File: src/rtl/atc_pkg.sv
// Constants for the analog trim configuration register bank.
// Assumes a 32-bit Avalon-MM bus with byte addresses; each register uses one word.
package atc_pkg;
	// Register indexes; byte address is four times the index
	localparam logic [7:0] IDX_RANGE_A = 8'h30;
	localparam logic [7:0] IDX_RANGE_B = 8'h32;
	localparam logic [7:0] IDX_BYPASS = 8'h38;
	localparam logic [7:0] IDX_TS_CTRL = 8'h3B;
	localparam logic [7:0] IDX_PREEMPH = 8'h48;
	localparam int ADDR_W = 10;
	localparam int IDX_LSB = 2;
	// Values after reset
	localparam logic [15:0] RST_RANGE = 16'hA000;
	localparam logic [7:0] RST_BYTE = 8'h00;
	localparam logic [31:0] RD_UNMAPPED = 32'h0000_0000;
	// Field positions
	localparam int BIT_BYPASS = 0;
	localparam int BIT_TS_EN = 0;
	localparam int BIT_TS_PECL = 1;
	localparam int PE_MSB = 3;
	localparam int PE_W = 4;
	localparam int NUM_LANES = 16;
	// Full-scale code to millivolt mapping points
	localparam logic [15:0] FS_CODE_MIN = 16'h2000;
	localparam logic [15:0] FS_CODE_DEF = 16'hA000;
	localparam logic [15:0] FS_CODE_MAX = 16'hFFFF;
	localparam logic [10:0] MV_AT_MIN = 11'd500;
	localparam logic [10:0] MV_AT_DEF = 11'd800;
	localparam logic [10:0] MV_AT_MAX = 11'd1000;
	localparam int FS_LO_SHIFT = 15;
	localparam logic [23:0] FS_HI_CODES = 24'd24575;
	// Bus answer: cycles of waitrequest before each access is taken
	localparam int BUS_WAIT_CYCLES = 1;
endpackage

File: src/rtl/atc_avmm_slv.sv
// Avalon-MM handshake for the register bank: one wait cycle per access.
// Assumes the master holds its request until it sees waitrequest low.
`timescale 1ns/1ns
`default_nettype none
module atc_avmm_slv (
	input wire logic clk, // System clock
	input wire logic rst_n, // Async reset, active low
	input wire logic read, // Avalon read request
	input wire logic write, // Avalon write request
	output logic waitrequest, // Stall while answer not ready
	output logic take, // Access accepted this cycle
	output logic load // First cycle of an access
);
	import atc_pkg::*;
	logic ack_ff;
	logic nxt_ack;

	// Acknowledge one cycle after a request is seen
	assign nxt_ack = (read | write) & ~ack_ff;
	always_ff @(posedge clk or negedge rst_n) begin
		if (!rst_n) begin
			ack_ff <= 1'b0;
		end else begin
			ack_ff <= nxt_ack;
		end
	end

	// Handshake outputs
	assign waitrequest = (read | write) & ~ack_ff;
	assign take = (read | write) & ack_ff;
	assign load = nxt_ack;

	property p_wait_bound;
		@(posedge clk) disable iff (!rst_n)
		(read | write) |-> ##[0:1] !waitrequest;
	endproperty
	a_wait_bound: assert property (p_wait_bound) else $error("waitrequest held too long");
endmodule
`default_nettype wire

File: src/rtl/atc_fs_scale.sv
// Full-scale code to nominal range in millivolts, piecewise linear.
// Assumes the code input is a stored register value.
`timescale 1ns/1ns
`default_nettype none
module atc_fs_scale (
	input wire logic clk, // System clock
	input wire logic rst_n, // Async reset, active low
	input wire logic [15:0] code, // Full-scale code
	output logic [10:0] range_mv_ff, // Nominal range in mVpp
	output logic below_min_ff // Code under recommended minimum
);
	import atc_pkg::*;
	logic signed [17:0] lo_diff;
	logic signed [27:0] lo_prod;
	logic signed [27:0] lo_mv;
	logic [15:0] hi_diff;
	logic [23:0] hi_prod;
	logic [23:0] hi_quot;
	logic [10:0] nxt_range_mv;

	// Two segments: min..default spans 300 mV, default..max spans 200 mV
	always_comb begin
		lo_diff = $signed({2'b00, code}) - $signed({2'b00, FS_CODE_MIN});
		lo_prod = lo_diff * 28'sd300;
		lo_mv = 28'sd500 + (lo_prod >>> FS_LO_SHIFT);
		hi_diff = code - FS_CODE_DEF;
		hi_prod = {8'h00, hi_diff} * 24'd200;
		hi_quot = hi_prod / FS_HI_CODES;
		if (code < FS_CODE_DEF) begin
			nxt_range_mv = lo_mv[10:0];
		end else begin
			nxt_range_mv = MV_AT_DEF + hi_quot[10:0];
		end
	end

	// Register the result
	always_ff @(posedge clk or negedge rst_n) begin
		if (!rst_n) begin
			range_mv_ff <= MV_AT_DEF;
			below_min_ff <= 1'b0;
		end else begin
			range_mv_ff <= nxt_range_mv;
			below_min_ff <= code < FS_CODE_MIN;
		end
	end

	property p_map_points;
		@(posedge clk) disable iff (!rst_n)
		(code == FS_CODE_MIN) |=> (range_mv_ff == MV_AT_MIN);
	endproperty
	a_map_points: assert property (p_map_points) else $error("minimum code not 500 mV");
	property p_map_ends;
		@(posedge clk) disable iff (!rst_n)
		((code == FS_CODE_DEF) |=> (range_mv_ff == MV_AT_DEF))
		and ((code == FS_CODE_MAX) |=> (range_mv_ff == MV_AT_MAX));
	endproperty
	a_map_ends: assert property (p_map_ends) else $error("default or max code mapped wrong");
endmodule
`default_nettype wire

File: src/rtl/atc_regs.sv
// Analog trim configuration register bank: range codes, reference bypass,
// timestamp input controls and lane pre-emphasis, over Avalon-MM.
// Assumes one clock, asynchronous active-low reset, a master that holds requests.
//
// The implementer's own choice: the Avalon-MM register port.
`timescale 1ns/1ns
`default_nettype none
// Overview of operation
// - Input A range code, 16 bits RW, resets 0xA000, drives input A range control.
// - Input B range code, independent, 16 bits RW, resets 0xA000, drives input B.
// - Codes map 0x2000 to 500 mV, 0xA000 to 800 mV, 0xFFFF to 1000 mV.
// - Bypass bit 0, reset 0, selects core supply as reference when set.
// - Timestamp control bit 0, reset 0, enables the timestamp input receiver.
// - Timestamp control bit 1, reset 0, selects low-voltage PECL signalling.
// - Pre-emphasis bits 3..0, reset 0, one setting for all 16 lanes.
module atc_regs #(
	parameter int LANES = atc_pkg::NUM_LANES // Serial output lanes
) (
	input wire logic clk, // System clock, 25 MHz
	input wire logic rst_n, // Async reset, active low
	input wire logic [atc_pkg::ADDR_W-1:0] address, // Byte address
	input wire logic read, // Read request
	input wire logic write, // Write request
	input wire logic [31:0] writedata, // Write data
	input wire logic [3:0] byteenable, // Byte lanes
	output logic [31:0] readdata, // Read data
	output logic waitrequest, // Stall
	output logic [15:0] input_a_fullscale_code, // Input A range control
	output logic [15:0] input_b_fullscale_code, // Input B range control
	output logic [10:0] input_a_range_mv, // Input A nominal mVpp
	output logic [10:0] input_b_range_mv, // Input B nominal mVpp
	output logic input_a_below_min, // Input A code under minimum
	output logic input_b_below_min, // Input B code under minimum
	output logic reference_bypass_select, // Core supply as reference
	output logic timestamp_receiver_enable, // Timestamp receiver on
	output logic timestamp_pecl_mode, // Timestamp LVPECL mode
	output logic [LANES*atc_pkg::PE_W-1:0] lane_preemphasis // Per-lane pre-emphasis
);
	import atc_pkg::*;

	logic [15:0] range_a_ff;
	logic [15:0] range_b_ff;
	logic [7:0] bypass_ff;
	logic [7:0] ts_ctrl_ff;
	logic [7:0] preemph_ff;
	logic [31:0] readdata_ff;
	logic [31:0] nxt_readdata;
	logic take;
	logic load;
	logic wr_take;
	logic rd_take;

	// Index match on a byte address
	function automatic logic hit(input logic [ADDR_W-1:0] addr, input logic [7:0] idx);
		hit = (addr[ADDR_W-1:IDX_LSB] == idx) && (addr[IDX_LSB-1:0] == 2'b00);
	endfunction

	// Merge enabled low byte lanes into a stored value
	function automatic logic [15:0] merge(input logic [15:0] old, input logic [15:0] wd,
		input logic [1:0] be);
		merge[7:0] = be[0] ? wd[7:0] : old[7:0];
		merge[15:8] = be[1] ? wd[15:8] : old[15:8];
	endfunction

	// Bus handshake
	atc_avmm_slv u_slv (
		.clk(clk),
		.rst_n(rst_n),
		.read(read),
		.write(write),
		.waitrequest(waitrequest),
		.take(take),
		.load(load)
	);

	assign wr_take = take & write;
	assign rd_take = take & read;

	// Input A range code
	always_ff @(posedge clk or negedge rst_n) begin
		if (!rst_n) begin
			range_a_ff <= RST_RANGE;
		end else if (wr_take && hit(address, IDX_RANGE_A)) begin
			range_a_ff <= merge(range_a_ff, writedata[15:0], byteenable[1:0]);
		end
	end

	// Input B range code
	always_ff @(posedge clk or negedge rst_n) begin
		if (!rst_n) begin
			range_b_ff <= RST_RANGE;
		end else if (wr_take && hit(address, IDX_RANGE_B)) begin
			range_b_ff <= merge(range_b_ff, writedata[15:0], byteenable[1:0]);
		end
	end

	// Reference bypass, whole byte kept
	always_ff @(posedge clk or negedge rst_n) begin
		if (!rst_n) begin
			bypass_ff <= RST_BYTE;
		end else if (wr_take && hit(address, IDX_BYPASS) && byteenable[0]) begin
			bypass_ff <= writedata[7:0];
		end
	end

	// Timestamp input control, whole byte kept
	always_ff @(posedge clk or negedge rst_n) begin
		if (!rst_n) begin
			ts_ctrl_ff <= RST_BYTE;
		end else if (wr_take && hit(address, IDX_TS_CTRL) && byteenable[0]) begin
			ts_ctrl_ff <= writedata[7:0];
		end
	end

	// Lane pre-emphasis, whole byte kept
	always_ff @(posedge clk or negedge rst_n) begin
		if (!rst_n) begin
			preemph_ff <= RST_BYTE;
		end else if (wr_take && hit(address, IDX_PREEMPH) && byteenable[0]) begin
			preemph_ff <= writedata[7:0];
		end
	end

	// Read mux; unmapped addresses read zero
	always_comb begin
		nxt_readdata = RD_UNMAPPED;
		if (hit(address, IDX_RANGE_A)) begin
			nxt_readdata = {16'h0000, range_a_ff};
		end else if (hit(address, IDX_RANGE_B)) begin
			nxt_readdata = {16'h0000, range_b_ff};
		end else if (hit(address, IDX_BYPASS)) begin
			nxt_readdata = {24'h000000, bypass_ff};
		end else if (hit(address, IDX_TS_CTRL)) begin
			nxt_readdata = {24'h000000, ts_ctrl_ff};
		end else if (hit(address, IDX_PREEMPH)) begin
			nxt_readdata = {24'h000000, preemph_ff};
		end
	end

	// Capture read data in the wait cycle so it stands when accepted
	always_ff @(posedge clk or negedge rst_n) begin
		if (!rst_n) begin
			readdata_ff <= RD_UNMAPPED;
		end else if (load && read) begin
			readdata_ff <= nxt_readdata;
		end
	end
	assign readdata = readdata_ff;

	// Analog and serializer controls straight from storage
	assign input_a_fullscale_code = range_a_ff;
	assign input_b_fullscale_code = range_b_ff;
	assign reference_bypass_select = bypass_ff[BIT_BYPASS];
	assign timestamp_receiver_enable = ts_ctrl_ff[BIT_TS_EN];
	assign timestamp_pecl_mode = ts_ctrl_ff[BIT_TS_PECL];
	assign lane_preemphasis = {LANES{preemph_ff[PE_MSB:0]}};

	// Nominal range readouts; low codes flagged, never blocked
	atc_fs_scale u_scale_a (
		.clk(clk),
		.rst_n(rst_n),
		.code(range_a_ff),
		.range_mv_ff(input_a_range_mv),
		.below_min_ff(input_a_below_min)
	);
	atc_fs_scale u_scale_b (
		.clk(clk),
		.rst_n(rst_n),
		.code(range_b_ff),
		.range_mv_ff(input_b_range_mv),
		.below_min_ff(input_b_below_min)
	);

	// Checks on the register behaviour
	property p_range_a_write;
		@(posedge clk) disable iff (!rst_n)
		(wr_take && hit(address, IDX_RANGE_A) && byteenable[1:0] == 2'b11)
		|=> (input_a_fullscale_code == $past(writedata[15:0]));
	endproperty
	a_range_a_write: assert property (p_range_a_write) else $error("A code not stored");

	property p_range_a_hold;
		@(posedge clk) disable iff (!rst_n)
		!(wr_take && hit(address, IDX_RANGE_A)) |=> $stable(input_a_fullscale_code);
	endproperty
	a_range_a_hold: assert property (p_range_a_hold) else $error("A code changed");

	property p_range_b_indep;
		@(posedge clk) disable iff (!rst_n)
		(wr_take && hit(address, IDX_RANGE_A)) |=> $stable(input_b_fullscale_code);
	endproperty
	a_range_b_indep: assert property (p_range_b_indep) else $error("B code hit by A");

	property p_range_b_write;
		@(posedge clk) disable iff (!rst_n)
		(wr_take && hit(address, IDX_RANGE_B) && byteenable[1:0] == 2'b11)
		|=> (input_b_fullscale_code == $past(writedata[15:0]));
	endproperty
	a_range_b_write: assert property (p_range_b_write) else $error("B code not stored");

	property p_bypass_write;
		@(posedge clk) disable iff (!rst_n)
		(wr_take && hit(address, IDX_BYPASS) && byteenable[0])
		|=> (reference_bypass_select == $past(writedata[BIT_BYPASS]));
	endproperty
	a_bypass_write: assert property (p_bypass_write) else $error("bypass not set");

	property p_ts_enable;
		@(posedge clk) disable iff (!rst_n)
		(wr_take && hit(address, IDX_TS_CTRL) && byteenable[0])
		|=> (timestamp_receiver_enable == $past(writedata[BIT_TS_EN]))
		##1 $stable(timestamp_receiver_enable) || $past(wr_take);
	endproperty
	a_ts_enable: assert property (p_ts_enable) else $error("receiver enable wrong");

	property p_ts_pecl;
		@(posedge clk) disable iff (!rst_n)
		(wr_take && hit(address, IDX_TS_CTRL) && byteenable[0])
		|=> (timestamp_pecl_mode == $past(writedata[BIT_TS_PECL]));
	endproperty
	a_ts_pecl: assert property (p_ts_pecl) else $error("PECL mode wrong");

	property p_preemph_lanes;
		@(posedge clk) disable iff (!rst_n)
		(wr_take && hit(address, IDX_PREEMPH) && byteenable[0])
		|=> (lane_preemphasis[PE_W-1:0] == $past(writedata[PE_MSB:0]))
		&& (lane_preemphasis[LANES*PE_W-1 -: PE_W] == $past(writedata[PE_MSB:0]));
	endproperty
	a_preemph_lanes: assert property (p_preemph_lanes) else $error("lanes not common");

	property p_reserved_readback;
		@(posedge clk) disable iff (!rst_n)
		(rd_take && hit(address, IDX_TS_CTRL))
		|-> (readdata == {24'h000000, ts_ctrl_ff});
	endproperty
	a_reserved_readback: assert property (p_reserved_readback) else $error("readback wrong");

	property p_unmapped_zero;
		@(posedge clk) disable iff (!rst_n)
		(rd_take && !hit(address, IDX_RANGE_A) && !hit(address, IDX_RANGE_B)
		&& !hit(address, IDX_BYPASS) && !hit(address, IDX_TS_CTRL)
		&& !hit(address, IDX_PREEMPH)) |-> (readdata == RD_UNMAPPED);
	endproperty
	a_unmapped_zero: assert property (p_unmapped_zero) else $error("unmapped not zero");

	// Storage still at reset values on the first edge after release
	property p_reset_values;
		@(posedge clk) disable iff (!rst_n)
		$rose(rst_n) |-> (range_a_ff == RST_RANGE) && (range_b_ff == RST_RANGE)
		&& (bypass_ff == RST_BYTE) && (ts_ctrl_ff == RST_BYTE) && (preemph_ff == RST_BYTE);
	endproperty
	a_reset_values: assert property (p_reset_values) else $error("reset value wrong");

	property p_range_a_lane;
		@(posedge clk) disable iff (!rst_n)
		(wr_take && hit(address, IDX_RANGE_A) && byteenable[1:0] == 2'b01)
		|=> (input_a_fullscale_code == {$past(range_a_ff[15:8]), $past(writedata[7:0])});
	endproperty
	a_range_a_lane: assert property (p_range_a_lane) else $error("A lane wrong");

	property p_range_b_hold;
		@(posedge clk) disable iff (!rst_n)
		!(wr_take && hit(address, IDX_RANGE_B)) |=> $stable(input_b_fullscale_code);
	endproperty
	a_range_b_hold: assert property (p_range_b_hold) else $error("B code changed");

	property p_bypass_hold;
		@(posedge clk) disable iff (!rst_n)
		!(wr_take && hit(address, IDX_BYPASS)) |=> $stable(bypass_ff);
	endproperty
	a_bypass_hold: assert property (p_bypass_hold) else $error("bypass byte changed");

	property p_ts_hold;
		@(posedge clk) disable iff (!rst_n)
		!(wr_take && hit(address, IDX_TS_CTRL)) |=> $stable(ts_ctrl_ff);
	endproperty
	a_ts_hold: assert property (p_ts_hold) else $error("timestamp byte changed");

	property p_preemph_hold;
		@(posedge clk) disable iff (!rst_n)
		!(wr_take && hit(address, IDX_PREEMPH)) |=> $stable(preemph_ff);
	endproperty
	a_preemph_hold: assert property (p_preemph_hold) else $error("pre-emphasis changed");

	property p_bypass_readback;
		@(posedge clk) disable iff (!rst_n)
		(rd_take && hit(address, IDX_BYPASS))
		|-> (readdata == {24'h000000, bypass_ff});
	endproperty
	a_bypass_readback: assert property (p_bypass_readback) else $error("bypass readback");

	// Main scenarios
	property p_cov_low_code;
		@(posedge clk) disable iff (!rst_n)
		wr_take && hit(address, IDX_RANGE_A) && writedata[15:0] < FS_CODE_MIN;
	endproperty
	c_cov_low_code: cover property (p_cov_low_code);
	property p_cov_ts_both;
		@(posedge clk) disable iff (!rst_n)
		timestamp_receiver_enable && timestamp_pecl_mode;
	endproperty
	c_cov_ts_both: cover property (p_cov_ts_both);
	property p_cov_back_to_back;
		@(posedge clk) disable iff (!rst_n)
		wr_take ##1 (read && waitrequest) ##1 rd_take;
	endproperty
	c_cov_back_to_back: cover property (p_cov_back_to_back);
endmodule
`default_nettype wire

File: config.mk
export PLATFORM = sky130hd
export DESIGN_NAME = atc_regs
export DESIGN_NICKNAME = d
export VERILOG_FILES = /design/src/rtl/atc_pkg.sv /design/src/rtl/atc_avmm_slv.sv /design/src/rtl/atc_fs_scale.sv /design/src/rtl/atc_regs.sv
export SDC_FILE = /design/constraint.sdc
export NUM_CORES = 1
export LEC_CHECK = 0
export ABC_AREA = 1
export BUFFER_PORTS_ARGS = -buffer_cell sky130_fd_sc_hd__buf_4
export CAP_MARGIN = 20
export CORE_MARGIN = 1.5
export CORE_UTILIZATION = 30
export DETAILED_ROUTE_END_ITERATION = 6
export GPL_ROUTABILITY_DRIVEN = 1
export PLACE_DENSITY = 0.48
export SYNTH_ARGS = -nofsm -noshare
export SYNTH_HDL_FRONTEND = slang
export SYNTH_SLANG_ARGS = --single-unit
File: constraint.sdc
create_clock -name clk -period 9.2 [get_ports clk]
set_clock_uncertainty 0.1 [all_clocks]
set_input_delay 0.46 -clock clk [delete_from_list [all_inputs] [get_ports clk]]
set_output_delay 0.46 -clock clk [all_outputs]
set_load 0.02 [all_outputs]
==> flow_summary.ini, run 1 <==
[timing]
worst_slew_pin_slew_ns = 1.08
fin_crit_sh = 1.01
final_max_slew_viol_count = 0
finalHoldViolations = 0
max_freq_mhz = 107
setup_viol = 2
layout_setup_ws_ns = -0.122
slew_headroom = 0.277
rsz0062_at_grt = true
min_period_ns = 9.32

[pwr]
p_leak_nw = 17.4
irDropWorstVdd_mv = 0.0752
p_total_mw = 2.66
power.density_nw_per_um2 = 81.9

[yosys]
postSynth.asyncResetShare = 1.00
avgSynthCellArea_sq_um = 6.26
yosys.cell_types.count = 64
synth_flop_cell = dfrtp_1
seq_area_frac_synth = 0.119
synthCells = 3285
netlist_area_sq_um = 20600
synth.ff_latch_count = 97
synth_edf_count = 0
yosys_warnings = 0

[clocking]
cts_root_buf = clkbuf_16
tritoncts = yes
h-tree-depth = 3
clk_pin_slew_worst_paths_ns = 0.09
numClockSinks = 97
clk_path_buf_depth = 2
cts_buffers = 9
clk_latency_ns = 0.38

[worst_setup_path]
slowest_delay_ns = 0.53
required_ns = 9.37
ff2ff_setup_slack_ns = -0.12
crit_top_cell = nand2_2
worstSetupStartpointType = flip-flop
critPathMaxFanout = 9
crit_arrival_ns = 9.50
crit_slowest_cell = fa_1
cp-end-kind = flip-flop
critPathKind = flip-flop to flip-flop

[place]
port_buffers = 171
dp_hpwl_um = 57400
placed_area_sq_um = 27700
routabilityCongestion = 0.856

[floorplanning]
core_area_sq_um = 67500
die_x_um = 265
start_util = 0.304
core.rowCount = 95
die_height_um = 265
die_area_sq_um = 70100
io_pins = 206

[cells_and_area]
drive_above_1_share = 0.438
area_delta_synth_final_pct = 58.1
nFillCells = 6992
nets = 4610
final_cell_area_sq_um = 32500
layout_commonest_cell = buf_4
final_cell_mix = buf_4 (1005), nand2_1 (785), inv_1 (502), nand2_2 (273), nand3_1 (244)
n_antenna_cell = 0

[global_route]
grt.total_usage = 0.194
first_global_vias = 22300
grt_start_max_net_pins = 59
grt.overflow.total = 0
antenna_found_initial = 0
grt_pass1_wl_um = 111000

[job]
drv_cap = 0

[status]
violations = design-rule violations, negative setup slack
status = complete, but fails checks

[drt]
firstDrtPassIters = 7
routedWlPerCell_um = 13.8
drc = 8
drt-vias-per-instance = 4.50
drt_iter0_drc = 931
vias = 23100
routed_wl_um = 70900
ant_nets = 0

[min_path]
worst_hold_path_type = input pin to flip-flop
path summary, 6_finish.rpt:
kind                                                             start                                endpoint  depth (start not counted)
worst min-delay path                                     writedata[15]  input_b_fullscale_code[15]$_DFFE_PN1P_                          3
worst max register to register  input_a_fullscale_code[11]$_DFFE_PN0P_      u_scale_a.range_mv_ff[1]$_DFF_PN0_                         71
max in group asynchronous                                        rst_n  input_b_fullscale_code[11]$_DFFE_PN0P_                          3
worst min register to register                bypass_ff[5]$_DFFE_PN0P_                bypass_ff[5]$_DFFE_PN0P_                          2
min in group asynchronous                                        rst_n               ts_ctrl_ff[6]$_DFFE_PN0P_                          2
worst max-delay path            input_a_fullscale_code[11]$_DFFE_PN0P_      u_scale_a.range_mv_ff[1]$_DFF_PN0_                         71
kinds of logic after synthesis:
group,share of synthesized area
simple gates,0.407
buf+inv,0.153
fa+ha+maj,0.210
compound gates,0.0816
flops,0.119
xor+xnor,0.0300
other cells,0.000182
state kept, by name, summed over array words and instances (netlist names), 8 cells and up:
name	flops
bypass_ff	8
preemph_ff	8
u_scale_b.range_mv_ff	11
input_a_fullscale_code	16
input_b_fullscale_code	16
u_scale_a.range_mv_ff	11
readdata	16
ts_ctrl_ff	8
Yosys cell counts, drive strengths merged (6+ instances only):
master  instances  share of area
nand2        1093           0.22
o21bai          7         0.0031
a21oi          81          0.021
clkbuf         13         0.0024
nand3b         23         0.0088
a21o            7         0.0026
xnor2          11         0.0047
nor3           24         0.0058
inv           556           0.10
xor2           55          0.025
o211ai         10         0.0037
clkinv          7         0.0015
nand4          43          0.013
dfstp          10          0.013
buf           118          0.047
fa             82          0.080
ha            214           0.13
nand3         331          0.089
a31oi          10         0.0030
o21a            6         0.0022
dfrtp          87           0.11
o21ai         133          0.033
nor2          310          0.068
final cells by class:
type	instances	area [sq um]	share of cell area
Inverter	563	2150	0.0660
Clock buffer	9	225	0.00693
Clock inverter	7	76.3	0.00235
Timing Repair Buffer	1068	8450	0.260
Multi-Input combinational cell	2525	18000	0.555
Sequential cell	97	2460	0.0758
Tap cell	873	1090	0.0336
through the flow:
stage | hold slack, ns | TNS, ns | util | setup slack [ns] | cells
2_1_floorplan | 0.0644 | 0 | - | 0.000663 | 3300
3_3_place_gp | 0.367 | -2.07 | 0.411 | -0.716 | 4961
3_5_place_dp | 0.366 | -2.22 | 0.411 | -0.692 | 4961
4_1_cts | 0.242 | -0.269 | 0.442 | -0.149 | 5058
5_1_grt | 0.281 | -2.79 | 0.481 | -0.788 | 5142
6_report | 0.262 | -0.234 | 0.481 | -0.122 | 5142
what timing repair did:
action                                 4_1_cts  5_1_grt
endpoints found under the hold margin       35        0
hold buffers                                 1        0
buffers inserted                            68       74
gates cloned                                12       11
pin swaps                                   79      256
resized for setup                          224      500
setup endpoints to repair                    5        7
power by group:
group	switching [mW]	internal, mW	total, mW
combinational	0.947	0.822	1.77
clock	0.221	0.195	0.416
sequential	0.0182	0.457	0.475
worst max-delay path, delay by kind of cell (launching register included):
kind,cells,cell delay (ns)
buffers and inverters,12,1.43
and+or+nand+nor,51,5.26
AOI/OAI and AO/OA,3,0.30
DFF,1,0.49
adders and majority gates,5,1.63
per-layer routing:
metal	GRT usage	share of wire
met5	0	0
met2	0.352	0.50
met1	0.253	0.46
met3	0.0149	0.022
met4	0.0307	0.016
No activity file was read; power rests on OpenSTA's default activity.
==> run 2: changes to the inputs <==
- RECOVER_POWER: unset -> 100
==> flow_summary.ini, run 2 (synthesis gave the netlist of run 1 again) <==
[worst_setup_path]
required_ns = 9.37
reg2reg_depth = 72
critPathTopFamily = simple AND/OR/NAND/NOR gates
crit_arrival_ns = 9.48
timing.rr.end = u_scale_a.range_mv_ff[1]$_DFF_PN0_
critPathMaxFanout = 9
crit_slowest_cell = fa_1
crit_top_cell = nand2_2
cp-end-kind = flip-flop
cp_num_cells = 72
ff2ff_setup_slack_ns = -0.11
critPathKind = flip-flop to flip-flop
worstSetupStartpointType = flip-flop
crit_start = input_a_fullscale_code[4]$_DFFE_PN0P_
critical_path_buf_inv_count = 14
worst_r2r_startpoint = input_a_fullscale_code[4]$_DFFE_PN0P_
critPathCapture = u_scale_a.range_mv_ff[1]$_DFF_PN0_
slowest_delay_ns = 0.49

[timing]
slew_headroom = -1.28
holdWs_ns = 0.268
finalHoldViolations = 0
layout_setup_ws_ns = -0.113
min_period_ns = 9.31
worst_slew_pin_slew_ns = 3.42
setup_viol = 3
max_freq_mhz = 107
fin_crit_sh = 1.01
final_max_slew_viol_count = 100
fin_setup_tns_ns = -0.220
rsz0062_at_grt = true

[drt]
routed_wl_um = 70900
drc = 0
ant_nets = 0
vias = 23100
firstDrtPassIters = 5
routedWlPerCell_um = 13.8
drt-vias-per-instance = 4.49
drt_iter0_drc = 946

[clocking]
clk_path_buf_depth = 2
clk_latency_ns = 0.38
numClockSinks = 97
cts_buffers = 9
clk_pin_slew_worst_paths_ns = 0.09
h-tree-depth = 3
cts_root_buf = clkbuf_16
tritoncts = yes

[pwr]
internal-power_mw = 1.45
power.density_nw_per_um2 = 82.3
irDropWorstVdd_mv = 0.0747
p_leak_nw = 16.9
p_clk_frac = 0.157
p_comb_frac = 0.663
netSwitchingPower_mw = 1.18
p_sw_frac = 0.449
seqPwrFrac = 0.180

[floorplanning]
io_pins = 206
start_util = 0.304
die_area_sq_um = 70100
core.rowCount = 95
core_area_sq_um = 67500
die_height_um = 265
die_x_um = 265

[cells_and_area]
n_antenna_cell = 0
layout_commonest_cell = buf_4
drive_above_1_share = 0.406
nFillCells = 7118
area_delta_synth_final_pct = 55.7
stdcell_count = 5142
nets = 4610
final_cell_mix = buf_4 (883), nand2_1 (785), inv_1 (502), nand2_2 (273), nand3_1 (244)

[global_route]
first_global_vias = 22300
grt_start_max_net_pins = 59
grt.overflow.total = 0
antenna_found_initial = 0
grt.total_usage = 0.194
grt_pass1_wl_um = 111000

[place]
routabilityCongestion = 0.856
dp_cells = 4961
dp_hpwl_um = 57400
port_buffers = 171

[job]
drv_cap = 2

[min_path]
worst_hold_path_type = input pin to flip-flop

[status]
status = complete, but fails checks
violations = max-capacitance violations, max-slew violations, negative setup slack
## run 2: cell types whose count changed in the layout (fill, tap and decap cells not counted)
cell | previous run | this run
buf_4 | 1005 | 883
clkbuf_1 | 0 | 121
clkbuf_4 | 1 | 2
dfrtp_1 | 69 | 82
dfrtp_2 | 18 | 5
dfstp_1 | 0 | 1
dfstp_2 | 10 | 9
ha_1 | 144 | 145
ha_4 | 68 | 67
## run 2: area by class of cell
type | count | area, sq um | share of cell area
Tap cell | 873 | 1090 | 0.0341
Clock buffer | 9 | 225 | 0.00704
Inverter | 563 | 2150 | 0.0670
Timing Repair Buffer | 1068 | 7990 | 0.250
Multi-Input combinational cell | 2525 | 18000 | 0.563
Sequential cell | 97 | 2450 | 0.0764
Clock inverter | 7 | 76.3 | 0.00238
## run 2: worst min-delay path by stage
stage | startpoint | endpoint | depth (start not counted)
floorplan | rst_n | bypass_ff[0]$_DFFE_PN0P_ | 0
detailed placement | readdata[6]$_DFFE_PN0P_ | readdata[6]$_DFFE_PN0P_ | 2
global placement | bypass_ff[5]$_DFFE_PN0P_ | bypass_ff[5]$_DFFE_PN0P_ | 2
global route | read | u_slv.ack_ff$_DFF_PN0_ | 3
finish | read | u_slv.ack_ff$_DFF_PN0_ | 3
CTS | writedata[15] | input_b_fullscale_code[15]$_DFFE_PN1P_ | 3
## run 2: what timing repair did
action                                  CTS  global route
hold buffers                              1             0
endpoints found under the setup margin    5             7
cloned                                   12            11
endpoints found under the hold margin    35             0
setup buffers                            68            74
gates resized for setup                 224           500
pin swaps                                79           256
## run 2: worst register-to-register path, delay by kind of cell (launching register included)
kind            cells  cell delay, ns
flops               1            0.43
buf+inv            14            1.73
compound gates      3            0.30
fa+ha+maj           5            1.44
simple gates       50            5.23
## run 2: through the flow
stage / setup WS (ns) / power, mW / util / area, sq um
finish: -0.113 / 2.64 / 0.474 / 32000
global route: -0.788 / 2.84 / 0.474 / 32000
CTS: -0.149 / 2.44 / 0.442 / 29800
detailed placement: -0.692 / 1.95 / 0.411 / 27700
global placement: -0.716 / 1.95 / 0.411 / 27700
floorplan: 0.000663 / 1.32 / - / 20600
## run 2: power by group through the flow
stage | sequential, mW | clock (mW) | combinational (mW)
6_report | 0.475 | 0.414 | 1.75
3_3_place_gp | 0.485 | 0 | 1.47
3_5_place_dp | 0.485 | 0 | 1.46
5_1_grt | 0.477 | 0.438 | 1.93
4_1_cts | 0.477 | 0.426 | 1.54
2_1_floorplan | 0.511 | 0 | 0.811
## run 2: routing by layer
| layer | routed length, um | global-route usage | vias to the layer above |
|---|---|---|---|
| li1 | - | - | 12300 |
| met1 | 32700 | 0.253 | 10500 |
| met2 | 35500 | 0.352 | 266 |
| met3 | 1560 | 0.0149 | 62 |
| met4 | 1120 | 0.0307 | 0 |
| met5 | 0 | 0 | - |
